===== config.mk =====
export PLATFORM = sky130hd
export DESIGN_NAME = cdv_divider
export DESIGN_NICKNAME = d
export VERILOG_FILES = /design/src/cdv_pkg.sv /design/src/cdv_sync.sv /design/src/cdv_divider.sv
export SDC_FILE = /design/constraint.sdc
export NUM_CORES = 1
export LEC_CHECK = 0
export BUFFER_PORTS_ARGS = -buffer_cell sky130_fd_sc_hd__clkbuf_2
export CAP_MARGIN = 25
export CELL_PAD_IN_SITES_DETAIL_PLACEMENT = 1
export CELL_PAD_IN_SITES_GLOBAL_PLACEMENT = 1
export CORE_MARGIN = 2
export CORE_UTILIZATION = 44
export DETAILED_ROUTE_END_ITERATION = 8
export GPL_TIMING_DRIVEN = 1
export PLACE_DENSITY = 0.73
export SETUP_SLACK_MARGIN = 0.15
export SLEW_MARGIN = 20
export SYNTH_ARGS = -nofsm -noshare
export SYNTH_HDL_FRONTEND = slang
export SYNTH_HIERARCHICAL = 1
export SYNTH_SLANG_ARGS = --single-unit

===== constraint.sdc =====
create_clock -name core_clk -period 1.6 [get_ports core_clk]
set_input_delay 0.08 -clock core_clk [delete_from_list [all_inputs] [get_ports core_clk]]
set_output_delay 0.08 -clock core_clk [all_outputs]
set_load 0.1 [all_outputs]

===== src/cdv_pkg.sv =====
// Package: constants for the synchronous divide-by-2/4/8 clock divider
package cdv_pkg;
	// ------------------------------------------------------------
	// Divider layout
	// ------------------------------------------------------------
	localparam int CDV_STAGES = 3;
	localparam logic [CDV_STAGES-1:0] CDV_COUNT_RESET = 3'h0;
	localparam logic [CDV_STAGES-1:0] CDV_COUNT_STEP = 3'h1;
	localparam int CDV_HALF_BIT = 0;
	localparam int CDV_QUARTER_BIT = 1;
	localparam int CDV_EIGHTH_BIT = 2;
	// ------------------------------------------------------------
	// Input conditioning
	// ------------------------------------------------------------
	localparam int CDV_SYNC_DEPTH = 3;
	localparam logic [CDV_SYNC_DEPTH-1:0] CDV_SYNC_RESET = 3'h0;
	localparam logic CDV_GATE_RESET = 1'h0;
	// Phase of the internal clock: low half and high half of one input period
	typedef enum logic [1:0] {
		CDV_PH_LOW = 2'h1,
		CDV_PH_HIGH = 2'h2
	} cdv_phase_t;
endpackage


===== src/cdv_sync.sv =====
// Three-stage input synchroniser with second/third stage agreement
`timescale 1ns/100ps
module cdv_sync
	import cdv_pkg::*;
(
	input wire logic core_clk,
	input wire logic sys_rst,
	input wire logic clk_en,
	input wire logic async_in,
	output logic sync_out
);
	logic [CDV_SYNC_DEPTH-1:0] stage_reg;
	logic [CDV_SYNC_DEPTH-1:0] stage_next;
	logic level_reg;
	logic level_next;

	always_comb begin
		stage_next = {stage_reg[CDV_SYNC_DEPTH-2:0], async_in};
		level_next = level_reg;
		// Only a level that two late stages agree on counts
		if (stage_reg[CDV_SYNC_DEPTH-2] == stage_reg[CDV_SYNC_DEPTH-1]) begin
			level_next = stage_reg[CDV_SYNC_DEPTH-1];
		end
	end

	always_ff @(posedge core_clk) begin
		if (sys_rst) begin
			stage_reg <= CDV_SYNC_RESET;
			level_reg <= CDV_GATE_RESET;
		end else if (clk_en) begin
			stage_reg <= stage_next;
			level_reg <= level_next;
		end
	end

	assign sync_out = level_reg;
endmodule


===== src/cdv_divider.sv =====
// Top: synchronous clock divider giving /2, /4 and /8 of an input clock
//
// Contract
// - Outputs run at one half, quarter and eighth of input clock rate.
// - All stages advance on the same input edge so shared edges align.
// - Active-low enable is captured by a falling-edge flip-flop.
// - Enable changes reach the dividers only while internal clock is low.
// - Enable low and reset low: dividers advance every rising input edge.
// - Enable high sampled at falling edge: dividers stop, outputs hold.
// - Reset high holds every stage in reset whatever clock and enable do.
// - Open enable, reset or clock inputs read as low.
`timescale 1ns/100ps
module cdv_divider
	import cdv_pkg::*;
(
	input wire logic core_clk,
	input wire logic sys_rst,
	input wire logic clk_en,
	input wire logic div_clk_in,
	input wire logic enable_n_in,
	input wire logic sync_reset_in,
	output logic half_rate_out,
	output logic quarter_rate_out,
	output logic eighth_rate_out
);
	// ------------------------------------------------------------
	// Input conditioning
	// ------------------------------------------------------------
	// Pins are sampled by core_clk; a floating pin is assumed pulled low
	logic clk_s;
	logic en_n_s;
	logic mr_s;

	cdv_sync u_sync_clk (
		.core_clk(core_clk),
		.sys_rst(sys_rst),
		.clk_en(clk_en),
		.async_in(div_clk_in),
		.sync_out(clk_s)
	);
	cdv_sync u_sync_en (
		.core_clk(core_clk),
		.sys_rst(sys_rst),
		.clk_en(clk_en),
		.async_in(enable_n_in),
		.sync_out(en_n_s)
	);
	cdv_sync u_sync_mr (
		.core_clk(core_clk),
		.sys_rst(sys_rst),
		.clk_en(clk_en),
		.async_in(sync_reset_in),
		.sync_out(mr_s)
	);

	// ------------------------------------------------------------
	// Edge detection and gating
	// ------------------------------------------------------------
	cdv_phase_t phase_reg;
	cdv_phase_t phase_next;
	logic en_cap_n_reg;
	logic en_cap_n_next;
	logic gate_n_reg;
	logic gate_n_next;
	logic [CDV_STAGES-1:0] count_reg;
	logic [CDV_STAGES-1:0] count_next;
	logic rise;
	logic fall;

	always_comb begin
		phase_next = phase_reg;
		rise = 1'b0;
		fall = 1'b0;
		unique case (phase_reg)
			CDV_PH_LOW: begin
				if (clk_s) begin
					phase_next = CDV_PH_HIGH;
					rise = 1'b1;
				end
			end
			CDV_PH_HIGH: begin
				if (!clk_s) begin
					phase_next = CDV_PH_LOW;
					fall = 1'b1;
				end
			end
			default: begin
				phase_next = CDV_PH_LOW;
			end
		endcase
	end

	always_ff @(posedge core_clk) begin
		if (sys_rst) begin
			phase_reg <= CDV_PH_LOW;
		end else if (clk_en) begin
			phase_reg <= phase_next;
		end
	end

	// ------------------------------------------------------------
	// Enable capture
	// ------------------------------------------------------------
	// Taken at the fall only, so enable setup is referenced to that edge
	always_comb begin
		en_cap_n_next = en_cap_n_reg;
		if (fall) begin
			en_cap_n_next = en_n_s;
		end
	end

	always_ff @(posedge core_clk) begin
		if (sys_rst) begin
			en_cap_n_reg <= CDV_GATE_RESET;
		end else if (clk_en) begin
			en_cap_n_reg <= en_cap_n_next;
		end
	end

	// ------------------------------------------------------------
	// Divider gate
	// ------------------------------------------------------------
	// Applied in the low phase only, so a high phase is never cut short
	always_comb begin
		gate_n_next = gate_n_reg;
		if (phase_reg == CDV_PH_LOW && !rise) begin
			gate_n_next = en_cap_n_reg;
		end
	end

	always_ff @(posedge core_clk) begin
		if (sys_rst) begin
			gate_n_reg <= CDV_GATE_RESET;
		end else if (clk_en) begin
			gate_n_reg <= gate_n_next;
		end
	end

	// ------------------------------------------------------------
	// Divider stages
	// ------------------------------------------------------------

	always_comb begin
		count_next = count_reg;
		if (mr_s) begin
			count_next = CDV_COUNT_RESET;
		end else if (rise && !gate_n_reg) begin
			// One shared counter: every stage moves on the same edge
			count_next = count_reg + CDV_COUNT_STEP;
		end
		// Gate high: count held, outputs keep their state
	end

	// Reset wins over a rise seen in the same cycle
	always_ff @(posedge core_clk) begin
		if (sys_rst) begin
			count_reg <= CDV_COUNT_RESET;
		end else if (clk_en) begin
			count_reg <= count_next;
		end
	end

	// ------------------------------------------------------------
	// Outputs
	// ------------------------------------------------------------

	// Counter bits are the divided clocks; all come straight from flip-flops
	assign half_rate_out = count_reg[CDV_HALF_BIT];
	assign quarter_rate_out = count_reg[CDV_QUARTER_BIT];
	assign eighth_rate_out = count_reg[CDV_EIGHTH_BIT];
endmodule


==> run metrics <==
status=completed; total CTS buffers=3; Synth async-reset ratio=0%; final setup vio count=0; Finished Layout Cells=122; RSZ-0062 raised after global routing=no; HPWL Detailed=1.11 mm; number of diodes=0; CTS Hold Bufs=0; Max Slew Vio Count=0; Buf+Inv Stages, Crit Path=1; most frequent cells in the layout=16 x dfxtp_1, 11 x mux2i_1, 11 x nor2_1; leakage power figure=0.400 nW; clk_lat worst skew=0.30 ns; Reg power frac=61.2%; Post-DP Area=980 sq um; DIE WIDTH=49.4 um; Max IR drop VDD=0.000578 V; most common cell after layout, fill and taps aside=dfxtp_1; Placeable Area=1960 sq um; initial antenna violation count=0; Starting DRT DRC Count=1; Pre-Repair DR Iteration Count=2; crit start category=flop; ys flop type=dfxtp_1; worst hold-check path type=in -> reg; Switching Share=23.6%; cells along the critical path=clkbuf_2; final net count=103; Seq/Total Area, Yosys=41.9%; ratio of cells with drive above 1 in the final layout=30.5%; Clock power frac=31.0%; Compound-Gate Fraction of Synth Area=14.2%; largest family of logic cells by synthesized area=simple AND/OR/NAND/NOR gates; clock slew at reported path FFs=0.11 ns; TritonCTS clock tree=built; Yosys reg bits=19; mux share of post-synthesis cell area=12.1%; largest net degree at the start of global routing=20; Pwr Density=788 nW/um^2; Congestion Overflow GR=0; CP max stage delay=0.45 ns; Mapped Area=907 sq um; NetSw=187 uW; slowest CP cell=clkbuf_2; DIE AREA=2440 sq um; first-pass GRT wire length=2.90 mm; antenna viol nets, final=0; Post-CTS Setup Inserts=0; gpl congestion=0.648; Final Skew=0.00508 ns; net count after synthesis=93; via count=643; Final Hold Viols=0; Tcrit/Tclk final=75.7%; Total Neg Setup Slack=0 ns; GRT Util Overall=15.5%; Worst EP required=1.52 ns; max cap viols=0; Synth cell types=26; Worst path top cell family by delay=buffers and inverters; via count normalized by instance count=5.27; Mapped Cells=86; max_slew headroom=64.2%; Worst Setup Path Type=reg -> out; # rows=16; design area=1010 sq um; drc violations=0; worst slew pin tran=0.539 ns; # clock sinks=19; Max H-tree Level=1; achievable clock frequency=0.825 GHz; Min Hold Slack=0.0170 ns; CP Data Arrival Time=1.13 ns; synthesized-area fraction occupied by and/or/nand/nor cells=25.9%; mean post-synth cell area=10.5 sq um; initial core utilization=46.2%; largest buffer count on any clock path=2; post-synthesis adder-cell area fraction=1.38%; root buffer cell=clkbuf_4; Post-synth EDFFs=0; P&R area growth vs syn=10.9%; R2R Setup Slk=0.39 ns; CP Max Fanout=5; XOR/XNOR share of the synthesized area=0%; Worst Setup End Kind=output port; Logic pwr share=7.8%; Inst Count DP=118; Routed Wire Length=1.56 mm; Ports=9; Period minus WS final=1.21 ns; vias in the first global route=645; DR WL/cell=12.8 um; internal power=605 uW; PortBufs=8; Tot Pwr=792 uW; Ys Warns=6; cts repair resizes=0; die height=49.4 um
routing by layer:
layer / vias up / wire length (um) / track usage [%]
met3: 2 / 54 / 4.60
met2: 10 / 705 / 24.1
met4: 0 / 13 / 6.94
li1: 325 / - / -
met5: - / 0 / 0
met1: 306 / 790 / 19.9
through the flow:
stage,worst slack (ns),util [%]
after floorplan,0.229,-
final,0.389,51.3
after CTS,0.373,51.3
after global placement,0.420,49.9
after global routing,0.345,51.3
after detailed placement,0.402,49.9
final timing paths:
| kind | from | to | cells after the start |
|---|---|---|---|
| setup / recovery | count_reg[0] | half_rate_out | 1 |
| hold / removal | sync_reset_in | u_sync_mr/stage_reg[0] | 3 |
| setup reg to reg | count_reg[0] | count_reg[1] | 3 |
| hold reg to reg | u_sync_en/stage_reg[2] | u_sync_en/sync_out | 2 |
cells in the mapped netlist, types with 2 or more instances:
cell      instances  area, sq um
a211o_2           2         20.0
a21oi_1           4         20.0
and4bb_2          2         25.0
clkbuf_2          4         20.0
dfxtp_1          19          380
inv_1             4         15.0
mux2i_1          11          110
nand2b_1          4         25.0
nor2_1           11         41.3
nor2b_4           3         41.3
nor3b_1           3         22.5
nor4b_1           3         26.3
o32ai_2           3         48.8
cells by family (layout without fill, tap and decap cells):
group / after synthesis / count (layout)
fa+ha+maj: 1 / 1
buf+inv: 9 / 18
simple gates: 32 / 32
mux: 11 / 11
compound gates: 14 / 14
flops: 19 / 19
cell type report:
type                       instances  area (sq um)
fill                             234           956
sequential                        19           389
timing repair buffer              10          55.1
multi-input combinational         58           487
inverter                           4          15.0
tap                               27          33.8
clock buffer                       4          26.3
power by group through the flow:
stage,combinational (mW),clock [mW],sequential (mW)
floorplan,0.0448,0,0.494
global placement,0.0609,0,0.495
detailed placement,0.0631,0,0.496
CTS,0.0631,0.258,0.485
global route,0.0709,0.274,0.486
finish,0.0619,0.246,0.485
Power figures use the tool's default switching activity.
